--- src/pkg/ldm_pkg.sv ---
/*
 Constants shared by the line decoder and loss-of-signal monitor block:
 register offsets, bit positions, reset values, thresholds, symbol codes.
 Assumes an 8-bit microprocessor data bus and a quadrant-local address.
*/
package ldm_pkg;
   // ------------------------------------------------------------
   // Register map
   // ------------------------------------------------------------
   localparam int ADDR_W = 8;
   localparam int DATA_W = 8;
   localparam logic [7:0] ADDR_CFG = 8'h10;
   localparam logic [7:0] ADDR_IEN = 8'h11;
   localparam logic [7:0] ADDR_STAT = 8'h12;
   localparam logic [7:0] CFG_RESET = 8'h00;
   localparam logic [7:0] IEN_RESET = 8'h00;
   localparam logic [7:0] IEN_MASK = 8'hf0;
   localparam logic [7:0] RD_UNMAPPED = 8'h00;

   // ------------------------------------------------------------
   // Field positions
   // ------------------------------------------------------------
   localparam int CFG_AMI = 7;
   localparam int CFG_THR_HI = 6;
   localparam int CFG_THR_LO = 5;
   localparam int CFG_ALG = 2;
   localparam int CFG_VIOLATION_RULE_SELECT = 1;
   localparam int EV_LCV = 7;
   localparam int EV_LOS = 6;
   localparam int EV_SIG = 5;
   localparam int EV_ZRUN = 4;
   localparam int STAT_LOS = 0;

   // ------------------------------------------------------------
   // Line symbols and counts
   // ------------------------------------------------------------
   typedef logic [1:0] ldm_sym_t;
   localparam ldm_sym_t SYM_ZERO = 2'h0;
   localparam logic [7:0] THR_E1_CODED = 8'h0a;
   localparam logic [7:0] THR_DEFAULT = 8'h0f;
   localparam logic [7:0] THR_SEL1 = 8'h1f;
   localparam logic [7:0] THR_SEL2 = 8'h3f;
   localparam logic [7:0] THR_SEL3 = 8'haf;
   localparam logic [7:0] ZRUN_E1 = 8'h04;
   localparam logic [7:0] ZRUN_T1 = 8'h08;
   localparam logic [7:0] CNT_MAX = 8'hff;

   // Loss threshold from mode, coding and threshold field
   function automatic logic [7:0] ldm_threshold(input logic e1, input logic ami,
                                                 input logic [1:0] sel);
      logic [7:0] t;
      t = THR_DEFAULT;
      case (sel)
         2'h0: t = (e1 && !ami) ? THR_E1_CODED : THR_DEFAULT;
         2'h1: t = THR_SEL1;
         2'h2: t = THR_SEL2;
         default: t = THR_SEL3;
      endcase
      return t;
   endfunction : ldm_threshold
endpackage : ldm_pkg

--- src/core/ldm_top.sv ---
/*
 Clock and data recovery control for one quadrant: line decoding,
 violation and signature detection, loss of signal, event flags and
 interrupt. Assumes dual-rail line pins and a line clock pin arriving
 asynchronously, and a strobed register port on clk_sys.
*/
// What this block does
// - Line code bit at 1 decodes plain AMI with no substitution removal.
// - E1 with code bit 0 replaces each HDB3 signature with four zeros.
// - T1 with code bit 0 replaces each B8ZS signature with eight zeros.
// - E1 HDB3, rule bit 0: violation outside signature or same-polarity signature.
// - E1 HDB3, rule bit 1: violation when polarity equals previous violation.
// - Violation rule bit is ignored in T1 mode.
// - Algorithm bit picks high or low frequency jitter tolerance loop.
// - Threshold field sets 10/15, 31, 63 or 175 zero periods.
// - Loss status sets on the zero following the threshold count.
// - Loss status clears on any single mark.
// - Four enable bits let each event drive the interrupt.
// - Event flags set on detection, clear when status register is read.
// - Loss change flag sets on every loss status toggle.
// - N-zeros event after four zeros in E1 or eight in T1.
// - Signature event on B8ZS pattern in T1, two zeros then violation in E1.
`timescale 1ns/1ns
`default_nettype none
module ldm_top
   import ldm_pkg::*;
(
   input wire logic clk_sys,
   input wire logic resetn,
   input wire logic e1_mode,
   input wire logic rx_pos,
   input wire logic rx_neg,
   input wire logic rx_line_clk,
   input wire logic [ADDR_W-1:0] cpu_addr,
   input wire logic cpu_wr,
   input wire logic cpu_rd,
   input wire logic [DATA_W-1:0] cpu_wdata,
   output logic [DATA_W-1:0] cpu_rdata,
   output logic rx_data,
   output logic rx_data_valid,
   output logic loss_of_signal_status,
   output logic recovery_algorithm_select,
   output logic interrupt_out_n
);
   // ------------------------------------------------------------
   // Reset release and pin synchronisers
   // ------------------------------------------------------------
   logic [1:0] rst_pipe_reg;
   logic rst_n;
   logic [2:0] pos_sync_reg, neg_sync_reg, clk_sync_reg;
   logic pos_filt_reg, pos_filt_next, neg_filt_reg, neg_filt_next;
   logic clk_filt_reg, clk_filt_next;
   logic bit_en_reg, bit_en_next;
   logic [1:0] sym_reg, sym_next;

   // Two-stage reset release
   always_ff @(posedge clk_sys or negedge resetn)
   begin
      if (!resetn)
         rst_pipe_reg <= 2'h0;
      else
         rst_pipe_reg <= {rst_pipe_reg[0], 1'b1};
   end
   assign rst_n = rst_pipe_reg[1];

   // Accept a pin change once second and third stages agree
   always_comb
   begin
      pos_filt_next = (pos_sync_reg[1] == pos_sync_reg[2]) ? pos_sync_reg[2] : pos_filt_reg;
      neg_filt_next = (neg_sync_reg[1] == neg_sync_reg[2]) ? neg_sync_reg[2] : neg_filt_reg;
      clk_filt_next = (clk_sync_reg[1] == clk_sync_reg[2]) ? clk_sync_reg[2] : clk_filt_reg;
      bit_en_next = clk_filt_next && !clk_filt_reg;
      sym_next = bit_en_next ? {pos_filt_next, neg_filt_next && !pos_filt_next} : sym_reg;
   end

   // Register synchronisers and line symbol
   always_ff @(posedge clk_sys or negedge rst_n)
   begin
      if (!rst_n)
      begin
         pos_sync_reg <= 3'h0;
         neg_sync_reg <= 3'h0;
         clk_sync_reg <= 3'h0;
         pos_filt_reg <= 1'b0;
         neg_filt_reg <= 1'b0;
         clk_filt_reg <= 1'b0;
         bit_en_reg <= 1'b0;
         sym_reg <= SYM_ZERO;
      end
      else
      begin
         pos_sync_reg <= {pos_sync_reg[1:0], rx_pos};
         neg_sync_reg <= {neg_sync_reg[1:0], rx_neg};
         clk_sync_reg <= {clk_sync_reg[1:0], rx_line_clk};
         pos_filt_reg <= pos_filt_next;
         neg_filt_reg <= neg_filt_next;
         clk_filt_reg <= clk_filt_next;
         bit_en_reg <= bit_en_next;
         sym_reg <= sym_next;
      end
   end

   // ------------------------------------------------------------
   // Registers and event flags
   // ------------------------------------------------------------
   logic [7:0] cfg_reg, cfg_next, ien_reg, ien_next;
   logic [7:4] flag_reg, flag_next;
   logic [7:0] rdata_next;
   logic irq_n_next, los_prev_reg;
   logic dec_bit, dec_valid, lcv_pulse, sig_pulse, los_stat, zrun_pulse;
   logic [7:4] ev;
   logic stat_rd;

   assign stat_rd = cpu_rd && (cpu_addr == ADDR_STAT);
   assign ev[EV_LCV] = lcv_pulse;
   assign ev[EV_LOS] = los_stat != los_prev_reg;
   assign ev[EV_SIG] = sig_pulse;
   assign ev[EV_ZRUN] = zrun_pulse;

   // Register writes, read data, flag update and interrupt
   always_comb
   begin
      cfg_next = cfg_reg;
      ien_next = ien_reg;
      if (cpu_wr && cpu_addr == ADDR_CFG)
         cfg_next = cpu_wdata;
      if (cpu_wr && cpu_addr == ADDR_IEN)
         ien_next = cpu_wdata & IEN_MASK;
      // Set wins over the read clear
      flag_next = (stat_rd ? 4'h0 : flag_reg) | ev;
      rdata_next = cpu_rdata;
      if (cpu_rd)
      begin
         case (cpu_addr)
            ADDR_CFG: rdata_next = cfg_reg;
            ADDR_IEN: rdata_next = ien_reg;
            ADDR_STAT: rdata_next = {flag_reg, 3'h0, los_stat};
            default: rdata_next = RD_UNMAPPED;
         endcase
      end
      irq_n_next = !(|(flag_next & ien_next[7:4]));
   end

   // Register state
   always_ff @(posedge clk_sys or negedge rst_n)
   begin
      if (!rst_n)
      begin
         cfg_reg <= CFG_RESET;
         ien_reg <= IEN_RESET;
         flag_reg <= 4'h0;
         los_prev_reg <= 1'b0;
         cpu_rdata <= RD_UNMAPPED;
         interrupt_out_n <= 1'b1;
         rx_data <= 1'b0;
         rx_data_valid <= 1'b0;
         loss_of_signal_status <= 1'b0;
         recovery_algorithm_select <= 1'b0;
      end
      else
      begin
         cfg_reg <= cfg_next;
         ien_reg <= ien_next;
         flag_reg <= flag_next;
         los_prev_reg <= los_stat;
         cpu_rdata <= rdata_next;
         interrupt_out_n <= irq_n_next;
         rx_data <= dec_bit;
         rx_data_valid <= dec_valid;
         loss_of_signal_status <= los_stat;
         recovery_algorithm_select <= cfg_reg[CFG_ALG];
      end
   end

   // ------------------------------------------------------------
   // Decoder and loss monitor
   // ------------------------------------------------------------
   ldm_line_decoder u_dec (
      .clk_sys(clk_sys),
      .rst_n(rst_n),
      .bit_en(bit_en_reg),
      .sym_in(sym_reg),
      .e1_mode(e1_mode),
      .ami(cfg_reg[CFG_AMI]),
      .violation_rule_select(cfg_reg[CFG_VIOLATION_RULE_SELECT]),
      .data_bit(dec_bit),
      .data_valid(dec_valid),
      .lcv_pulse(lcv_pulse),
      .sig_pulse(sig_pulse)
   );

   ldm_loss_monitor u_los (
      .clk_sys(clk_sys),
      .rst_n(rst_n),
      .bit_en(bit_en_reg),
      .mark(sym_reg != SYM_ZERO),
      .e1_mode(e1_mode),
      .ami(cfg_reg[CFG_AMI]),
      .thr_sel(cfg_reg[CFG_THR_HI:CFG_THR_LO]),
      .los_status(los_stat),
      .zero_run_pulse(zrun_pulse)
   );

   // ------------------------------------------------------------
   // Assertions and cover points
   // ------------------------------------------------------------
   a_irq_follows_flags: assert property (
      @(posedge clk_sys) disable iff (!rst_n)
      interrupt_out_n == !(|(flag_reg & ien_reg[7:4])))
      else $error("interrupt output does not match enabled flags");

   a_flag_read_clear: assert property (
      @(posedge clk_sys) disable iff (!rst_n)
      stat_rd && ev == 4'h0 |=> flag_reg == 4'h0)
      else $error("flags not cleared by status read");

   a_flag_set_wins: assert property (
      @(posedge clk_sys) disable iff (!rst_n)
      ev[EV_LCV] |=> flag_reg[EV_LCV])
      else $error("violation event lost");

   a_loss_toggle_flag: assert property (
      @(posedge clk_sys) disable iff (!rst_n)
      $changed(los_stat) |=> flag_reg[EV_LOS])
      else $error("loss change not flagged");

   a_los_mark_clear: assert property (
      @(posedge clk_sys) disable iff (!rst_n)
      bit_en_reg && sym_reg != SYM_ZERO |=> !los_stat)
      else $error("loss status not cleared by mark");

   a_los_only_zeros: assert property (
      @(posedge clk_sys) disable iff (!rst_n)
      $rose(los_stat) |-> $past(bit_en_reg) && $past(sym_reg) == SYM_ZERO)
      else $error("loss status rose without a zero");

   a_lcv_needs_mark: assert property (
      @(posedge clk_sys) disable iff (!rst_n)
      lcv_pulse |-> $past(bit_en_reg) && $past(sym_reg) != SYM_ZERO)
      else $error("violation without a mark");

   a_ien_low_zero: assert property (
      @(posedge clk_sys) disable iff (!rst_n)
      ien_reg[3:0] == 4'h0)
      else $error("unused enable bits set");

   a_alg_out: assert property (
      @(posedge clk_sys) disable iff (!rst_n)
      cpu_wr && cpu_addr == ADDR_CFG ##2 1'b1
      |-> recovery_algorithm_select == $past(cpu_wdata[CFG_ALG], 2))
      else $error("algorithm select output wrong");

   // ------------------------------------------------------------
   // Register copies, flag hold and one-cycle pulses
   // ------------------------------------------------------------
   a_cfg_write: assert property (
      @(posedge clk_sys) disable iff (!rst_n)
      cpu_wr && cpu_addr == ADDR_CFG |=> cfg_reg == $past(cpu_wdata))
      else $error("configuration write not stored");

   a_ien_write: assert property (
      @(posedge clk_sys) disable iff (!rst_n)
      cpu_wr && cpu_addr == ADDR_IEN |=> ien_reg[7:4] == $past(cpu_wdata[7:4]))
      else $error("enable write not stored");

   a_stat_read_data: assert property (
      @(posedge clk_sys) disable iff (!rst_n)
      stat_rd |=> cpu_rdata == {$past(flag_reg), 3'h0, $past(los_stat)})
      else $error("status read data wrong");

   a_flag_hold: assert property (
      @(posedge clk_sys) disable iff (!rst_n)
      flag_reg[EV_SIG] && !stat_rd |=> flag_reg[EV_SIG])
      else $error("signature flag lost before read");

   a_zrun_single: assert property (
      @(posedge clk_sys) disable iff (!rst_n)
      zrun_pulse |=> !zrun_pulse)
      else $error("zero run event longer than one cycle");

   a_sig_single: assert property (
      @(posedge clk_sys) disable iff (!rst_n)
      sig_pulse |=> !sig_pulse)
      else $error("signature event longer than one cycle");

   a_valid_single: assert property (
      @(posedge clk_sys) disable iff (!rst_n)
      rx_data_valid |=> !rx_data_valid)
      else $error("decoded bit valid longer than one cycle");

   a_los_out_copy: assert property (
      @(posedge clk_sys) disable iff (!rst_n)
      loss_of_signal_status == $past(los_stat))
      else $error("loss status output does not follow monitor");

   // Main scenarios
   c_los_set: cover property (@(posedge clk_sys) disable iff (!rst_n) $rose(los_stat));
   c_zrun_seen: cover property (@(posedge clk_sys) disable iff (!rst_n) zrun_pulse);
   c_lcv_seen: cover property (@(posedge clk_sys) disable iff (!rst_n) lcv_pulse);
   c_sig_seen: cover property (@(posedge clk_sys) disable iff (!rst_n) sig_pulse);
   c_irq_low: cover property (@(posedge clk_sys) disable iff (!rst_n) !interrupt_out_n);
endmodule : ldm_top
`default_nettype wire

--- src/core/ldm_line_decoder.sv ---
/*
 Dual-rail line decoder: AMI, HDB3 or B8ZS decoding with violation and
 signature detection. Assumes one symbol per bit_en pulse on clk_sys.
*/
`timescale 1ns/1ns
`default_nettype none
module ldm_line_decoder
   import ldm_pkg::*;
(
   input wire logic clk_sys,
   input wire logic rst_n,
   input wire logic bit_en,
   input wire logic [1:0] sym_in,
   input wire logic e1_mode,
   input wire logic ami,
   input wire logic violation_rule_select,
   output logic data_bit,
   output logic data_valid,
   output logic lcv_pulse,
   output logic sig_pulse
);
   logic [7:0][1:0] win_reg, win_next;
   logic [7:0] hist_reg, hist_next, mask_reg, mask_next;
   logic last_pol_reg, last_pol_next, last_v_reg, last_v_next;
   logic data_next, valid_next, lcv_next, sig_next;

   // ------------------------------------------------------------
   // Eight-symbol window, substitution masks, violation checks
   // ------------------------------------------------------------
   always_comb
   begin
      logic mark, pol, bpv, hdb, b8, cand1, cand2;
      logic [7:0] z;
      win_next = win_reg;
      hist_next = hist_reg;
      mask_next = mask_reg;
      last_pol_next = last_pol_reg;
      last_v_next = last_v_reg;
      data_next = data_bit;
      valid_next = 1'b0;
      lcv_next = 1'b0;
      sig_next = 1'b0;
      mark = sym_in != SYM_ZERO;
      pol = sym_in[1];
      bpv = mark && (pol == last_pol_reg);
      win_next = {win_reg[6:0], sym_in};
      hist_next = {hist_reg[6:0], bpv};
      for (int i = 0; i < 8; i++)
         z[i] = win_next[i] == SYM_ZERO;
      hdb = bpv && z[1] && z[2];
      b8 = z[7] && z[6] && z[5] && z[2] && !z[4] && !z[3]
           && win_next[4] == win_next[0] && win_next[3] == win_next[1]
           && win_next[4] != win_next[3] && hist_next[4] && hist_next[1];
      cand1 = z[1] && z[2] && z[3];
      cand2 = z[1] && hist_next[3] && z[4] && z[5] && z[6];
      mask_next = {mask_reg[6:0], 1'b0};
      if (!ami && e1_mode && hdb)
         mask_next[3:0] = 4'hf;
      if (!ami && !e1_mode && b8)
         mask_next = 8'hff;
      if (bit_en)
      begin
         if (mark)
            last_pol_next = pol;
         if (bpv)
            last_v_next = pol;
         // Oldest symbol leaves, cleared when part of a substitution
         data_next = (win_reg[7] != SYM_ZERO) && !mask_reg[7];
         valid_next = 1'b1;
         sig_next = e1_mode ? hdb : b8;
         if (ami)
            lcv_next = bpv;
         else if (e1_mode && violation_rule_select)
            lcv_next = bpv && (pol == last_v_reg);
         else if (e1_mode)
            lcv_next = bpv && (!hdb || pol == last_v_reg);
         else
            lcv_next = bpv && !(cand1 || cand2);
      end
      else
      begin
         win_next = win_reg;
         hist_next = hist_reg;
         mask_next = mask_reg;
      end
   end

   // Register decoder state
   always_ff @(posedge clk_sys or negedge rst_n)
   begin
      if (!rst_n)
      begin
         win_reg <= '0;
         hist_reg <= '0;
         mask_reg <= '0;
         last_pol_reg <= 1'b0;
         last_v_reg <= 1'b0;
         data_bit <= 1'b0;
         data_valid <= 1'b0;
         lcv_pulse <= 1'b0;
         sig_pulse <= 1'b0;
      end
      else
      begin
         win_reg <= win_next;
         hist_reg <= hist_next;
         mask_reg <= mask_next;
         last_pol_reg <= last_pol_next;
         last_v_reg <= last_v_next;
         data_bit <= data_next;
         data_valid <= valid_next;
         lcv_pulse <= lcv_next;
         sig_pulse <= sig_next;
      end
   end
endmodule : ldm_line_decoder
`default_nettype wire

--- src/core/ldm_loss_monitor.sv ---
/*
 Consecutive-zero counter: loss-of-signal status and N-zeros event.
 Assumes one symbol per bit_en pulse on clk_sys.
*/
`timescale 1ns/1ns
`default_nettype none
module ldm_loss_monitor
   import ldm_pkg::*;
(
   input wire logic clk_sys,
   input wire logic rst_n,
   input wire logic bit_en,
   input wire logic mark,
   input wire logic e1_mode,
   input wire logic ami,
   input wire logic [1:0] thr_sel,
   output logic los_status,
   output logic zero_run_pulse
);
   logic [7:0] zcnt_reg, zcnt_next;
   logic los_next, zr_next;

   // ------------------------------------------------------------
   // Zero run counting and loss decision
   // ------------------------------------------------------------
   always_comb
   begin
      logic [7:0] thr;
      thr = ldm_threshold(e1_mode, ami, thr_sel);
      zcnt_next = zcnt_reg;
      los_next = los_status;
      zr_next = 1'b0;
      if (bit_en)
      begin
         if (mark)
         begin
            zcnt_next = '0;
            los_next = 1'b0;
         end
         else
         begin
            if (zcnt_reg != CNT_MAX)
               zcnt_next = zcnt_reg + 8'h01;
            if (zcnt_reg >= thr)
               los_next = 1'b1;
            zr_next = zcnt_next == (e1_mode ? ZRUN_E1 : ZRUN_T1)
                      && zcnt_reg != zcnt_next;
         end
      end
   end

   // Register counter and status
   always_ff @(posedge clk_sys or negedge rst_n)
   begin
      if (!rst_n)
      begin
         zcnt_reg <= '0;
         los_status <= 1'b0;
         zero_run_pulse <= 1'b0;
      end
      else
      begin
         zcnt_reg <= zcnt_next;
         los_status <= los_next;
         zero_run_pulse <= zr_next;
      end
   end
endmodule : ldm_loss_monitor
`default_nettype wire

--- config.mk ---
export PLATFORM = sky130hd
export DESIGN_NAME = ldm_top
export DESIGN_NICKNAME = d
export VERILOG_FILES = /design/src/pkg/ldm_pkg.sv /design/src/core/ldm_top.sv /design/src/core/ldm_line_decoder.sv /design/src/core/ldm_loss_monitor.sv
export SDC_FILE = /design/constraint.sdc
export NUM_CORES = 1
export LEC_CHECK = 0
export BUFFER_PORTS_ARGS = -buffer_cell sky130_fd_sc_hd__clkbuf_2
export CORE_ASPECT_RATIO = 0.9
export CORE_MARGIN = 5
export CORE_UTILIZATION = 35
export DETAILED_ROUTE_END_ITERATION = 10
export PLACE_DENSITY = 0.5
export RECOVER_POWER = 50
export SLEW_MARGIN = 0
export SYNTH_ARGS = -nofsm -noshare
export SYNTH_HDL_FRONTEND = slang
export SYNTH_SLANG_ARGS = --single-unit
export TNS_END_PERCENT = 10
--- constraint.sdc ---
create_clock -name clk_sys -period 4.6 [get_ports clk_sys]
set_input_delay 0.46 -clock clk_sys [delete_from_list [all_inputs] [get_ports clk_sys]]
set_output_delay 0.46 -clock clk_sys [all_outputs]
set_load 0.01 [all_outputs]
==> flow_metrics.py <==
metrics = {
    "timing": {
        "finalSetupTns_ps": 0,
        "hold_violations": 0,
        "rsz0062_at_grt": "false",
        "fmax_mhz": 489.4,
        "finalCritPeriodShare": 0.4442,
        "final-max-slew-violation-count": 0,
        "tightest_slew_ps": 1268,
        "fin_skew_ps": 5.390,
        "fin_crit_ps": 2043,
        "hold_ws_ps": 227.0,
        "timing.slew.headroom": 0.1545,
        "layout_setup_ws_ps": 2557,
        "setup_viol": 0,
    },
    "cells_and_area": {
        "fillers": 1141,
        "fin_nets": 417,
        "postLayoutCoreUtil": 0.4076,
        "drive_gt1_frac": 0.2005,
        "largest_reg_flops": 16,
        "synthToLayoutAreaGrowth_pct": 15.32,
        "fin_cells": 545,
        "n_antenna_cell": 0,
    },
    "setup_path": {
        "cp.required_ps": 4840,
        "crit_chain": "buf_4, clkinv_1, nor3_1, buf_4, o2111ai_1, nor3_1",
        "crit_path_max_fanout": 44,
        "start_kind": "flip-flop",
        "cp_data_arrival_time_ps": 2280,
        "cp_slowest_cell": "buf_4",
        "critPathMaxStageDelay_ps": 440,
        "critPathCaptureType": "flip-flop",
        "critPathKind": "reg2reg",
    },
    "cts": {
        "cts_root_buf": "clkbuf_16",
        "cts_resized": 0,
        "clk_latency_ps": 340,
        "cts_tree": "built",
        "clockBufferDepth": 2,
        "cts_setup_buffers": 0,
        "cts.sinks": 90,
        "holdBufCountCts": 1,
        "cts.clk_slew.worst_paths_ps": 60,
        "cts_buffers": 9,
        "cts_max_level": 3,
    },
    "synthesis": {
        "synth_warnings": 0,
        "ys_ff_latch": 90,
        "syn_area_um2": 3993,
        "syn_avg_cell_area_um2": 11.44,
        "syn_nets": 382,
        "netlist_instances": 349,
        "seq_area_frac_synth": 0.5644,
        "synthFlopType": "dfrtp_1",
        "async_flop_share": 1.000,
        "synth_cell_type_count": 54,
        "synth_edf_count": 0,
    },
    "detailed_routing": {
        "wire_per_inst_um": 13.98,
        "drc_errors": 0,
        "ant_nets": 0,
        "dr_total_vias": 2660,
        "drtPass1Iterations": 4,
        "finalWirelength_mm": 7.619,
        "first_iter_violations": 181,
        "avgViaCountPerCell": 4.881,
    },
    "power_and_ir_drop": {
        "intPower_mw": 1.562,
        "clockPowerShare": 0.344,
        "p_comb_frac": 0.155,
        "ir_drop_v": 0.0002612,
        "p_leak_nw": 2.028,
        "p_seq_frac": 0.501,
        "p_switching_uw": 556.3,
        "powerDensity_nw_per_um2": 460.0,
        "swShare": 0.2627,
    },
    "grt": {
        "gr-usage-all-layers": 0.1202,
        "grt_remaining_overflow": 0,
        "grt_pass1_wl_mm": 13.05,
        "grt_pass1_vias": 2646,
        "antenna_found_initial": 0,
        "grt_max_degree": 57,
    },
    "floorplanning": {
        "core_area_um2": 11300,
        "design.portCount": 37,
        "dieArea_um2": 13650,
        "rows": 37,
        "die_h_um": 111.3,
        "initial_utilization": 0.3535,
        "die_x_um": 122.6,
    },
    "place": {
        "dpl.hpwl_mm": 5.439,
        "place.gp.congestion": 0.8217,
        "place_ws_ps": 2447,
        "portBuffers": 36,
        "dp.cells": 528,
    },
    "hold_path": {
        "timing.hold.worst.class": "in2reg",
    },
    "outcome": {
        "status": "complete, no violations",
    },
    "job": {
        "maxCapViolations": 0,
    },
}
-- power groups by stage --
| stage | clock network, mW | logic [mW] | registers, mW |
|---|---|---|---|
| global route | 0.784 | 0.370 | 1.09 |
| finish | 0.728 | 0.328 | 1.06 |
| global placement | 0 | 0.327 | 1.08 |
| floorplan | 0 | 0.269 | 1.04 |
| CTS | 0.750 | 0.336 | 1.06 |
| detailed placement | 0 | 0.335 | 1.08 |
-- routing by layer --
metal  track usage  part of all wire  vias up
li1              -                 -     1313
met1        0.1624              0.48     1274
met2        0.1777              0.44       57
met3       0.04235             0.061       16
met4       0.04478             0.021        0
met5             0                 0        -
-- Yosys cell counts, types with 6 or more instances --
cell | instances | area share
nand2_1 | 23 | 0.022
o21ai_0 | 16 | 0.020
o22ai_1 | 6 | 0.0094
ha_1 | 9 | 0.028
nor3_1 | 6 | 0.0075
a21oi_1 | 18 | 0.023
nor2_1 | 24 | 0.023
mux2i_1 | 8 | 0.020
clkbuf_1 | 11 | 0.010
inv_1 | 21 | 0.020
nand3_1 | 11 | 0.014
mux2_2 | 32 | 0.090
dfrtp_1 | 89 | 0.56
-- area by class of cell --
| class | count | area (µm²) | area share |
|---|---|---|---|
| Clock buffer | 14 | 264.0 | 0.05734 |
| Sequential cell | 90 | 2253 | 0.4894 |
| Inverter | 22 | 82.58 | 0.01793 |
| Timing Repair Buffer | 40 | 196.4 | 0.04266 |
| Clock inverter | 2 | 35.03 | 0.007609 |
| Tap cell | 156 | 195.2 | 0.04239 |
| Multi-Input combinational cell | 221 | 1578 | 0.3427 |
-- worst paths after layout --
check                                     startpoint                              to  slack, ps  depth (start not counted)
max in group asynchronous  rst_pipe_reg[1]$_DFF_PN0_            ien_reg[5]$_DFF_PN0_       2720                          1
max                             bit_en_reg$_DFF_PN0_  u_los.zero_run_pulse$_DFF_PN0_       2560                          6
max reg2reg                     bit_en_reg$_DFF_PN0_  u_los.zero_run_pulse$_DFF_PN0_       2560                          6
min reg2reg                neg_sync_reg[0]$_DFF_PN0_       neg_sync_reg[1]$_DFF_PN0_        350                          0
min in group asynchronous                     resetn       rst_pipe_reg[0]$_DFF_PN0_        440                          2
min                                           rx_neg       neg_sync_reg[0]$_DFF_PN0_        230                          1
-- layout by cell type, fill, tap and decap left out, drive strengths merged, types with 4 or more instances in the layout --
cell	n
nor3	6
mux2	32
nor2	24
mux2i	8
clkbuf	50
a21o	4
o21ai	17
o22ai	6
inv	21
ha	9
nand3	11
a31oi	4
nand2b	4
a21oi	18
nand2	23
o22a	4
dfrtp	89
o31ai	5
nand4	4
-- stage by stage --
step,power [mW],instance area [µm²]
after floorplan,1.307,3993
after global placement,1.403,4322
after detailed placement,1.413,4322
after CTS,2.150,4631
after global routing,2.241,4604
final,2.118,4604
-- logic make-up (layout without fill, tap and decap cells) --
logic type,count (synthesis),after routing,synth area share
and+or+nand+nor,90,90,0.1131
adders and majority gates,12,12,0.03573
other,1,1,0.0009392
DFF,90,90,0.5644
xor gates and xnor gates,5,5,0.01097
buffers and inverters,38,78,0.03886
AOI/OAI and AO/OA,73,73,0.1257
muxes,40,40,0.1103
-- worst max-delay path, delay by kind of cell, from the launching register on --
family                 cells  cell delay (ps)
AOI/OAI and AO/OA          1              120
buffers and inverters      3             1060
DFF                        1              320
and+or+nand+nor            2              440
Note: power is estimated with default switching activity, not from simulation.
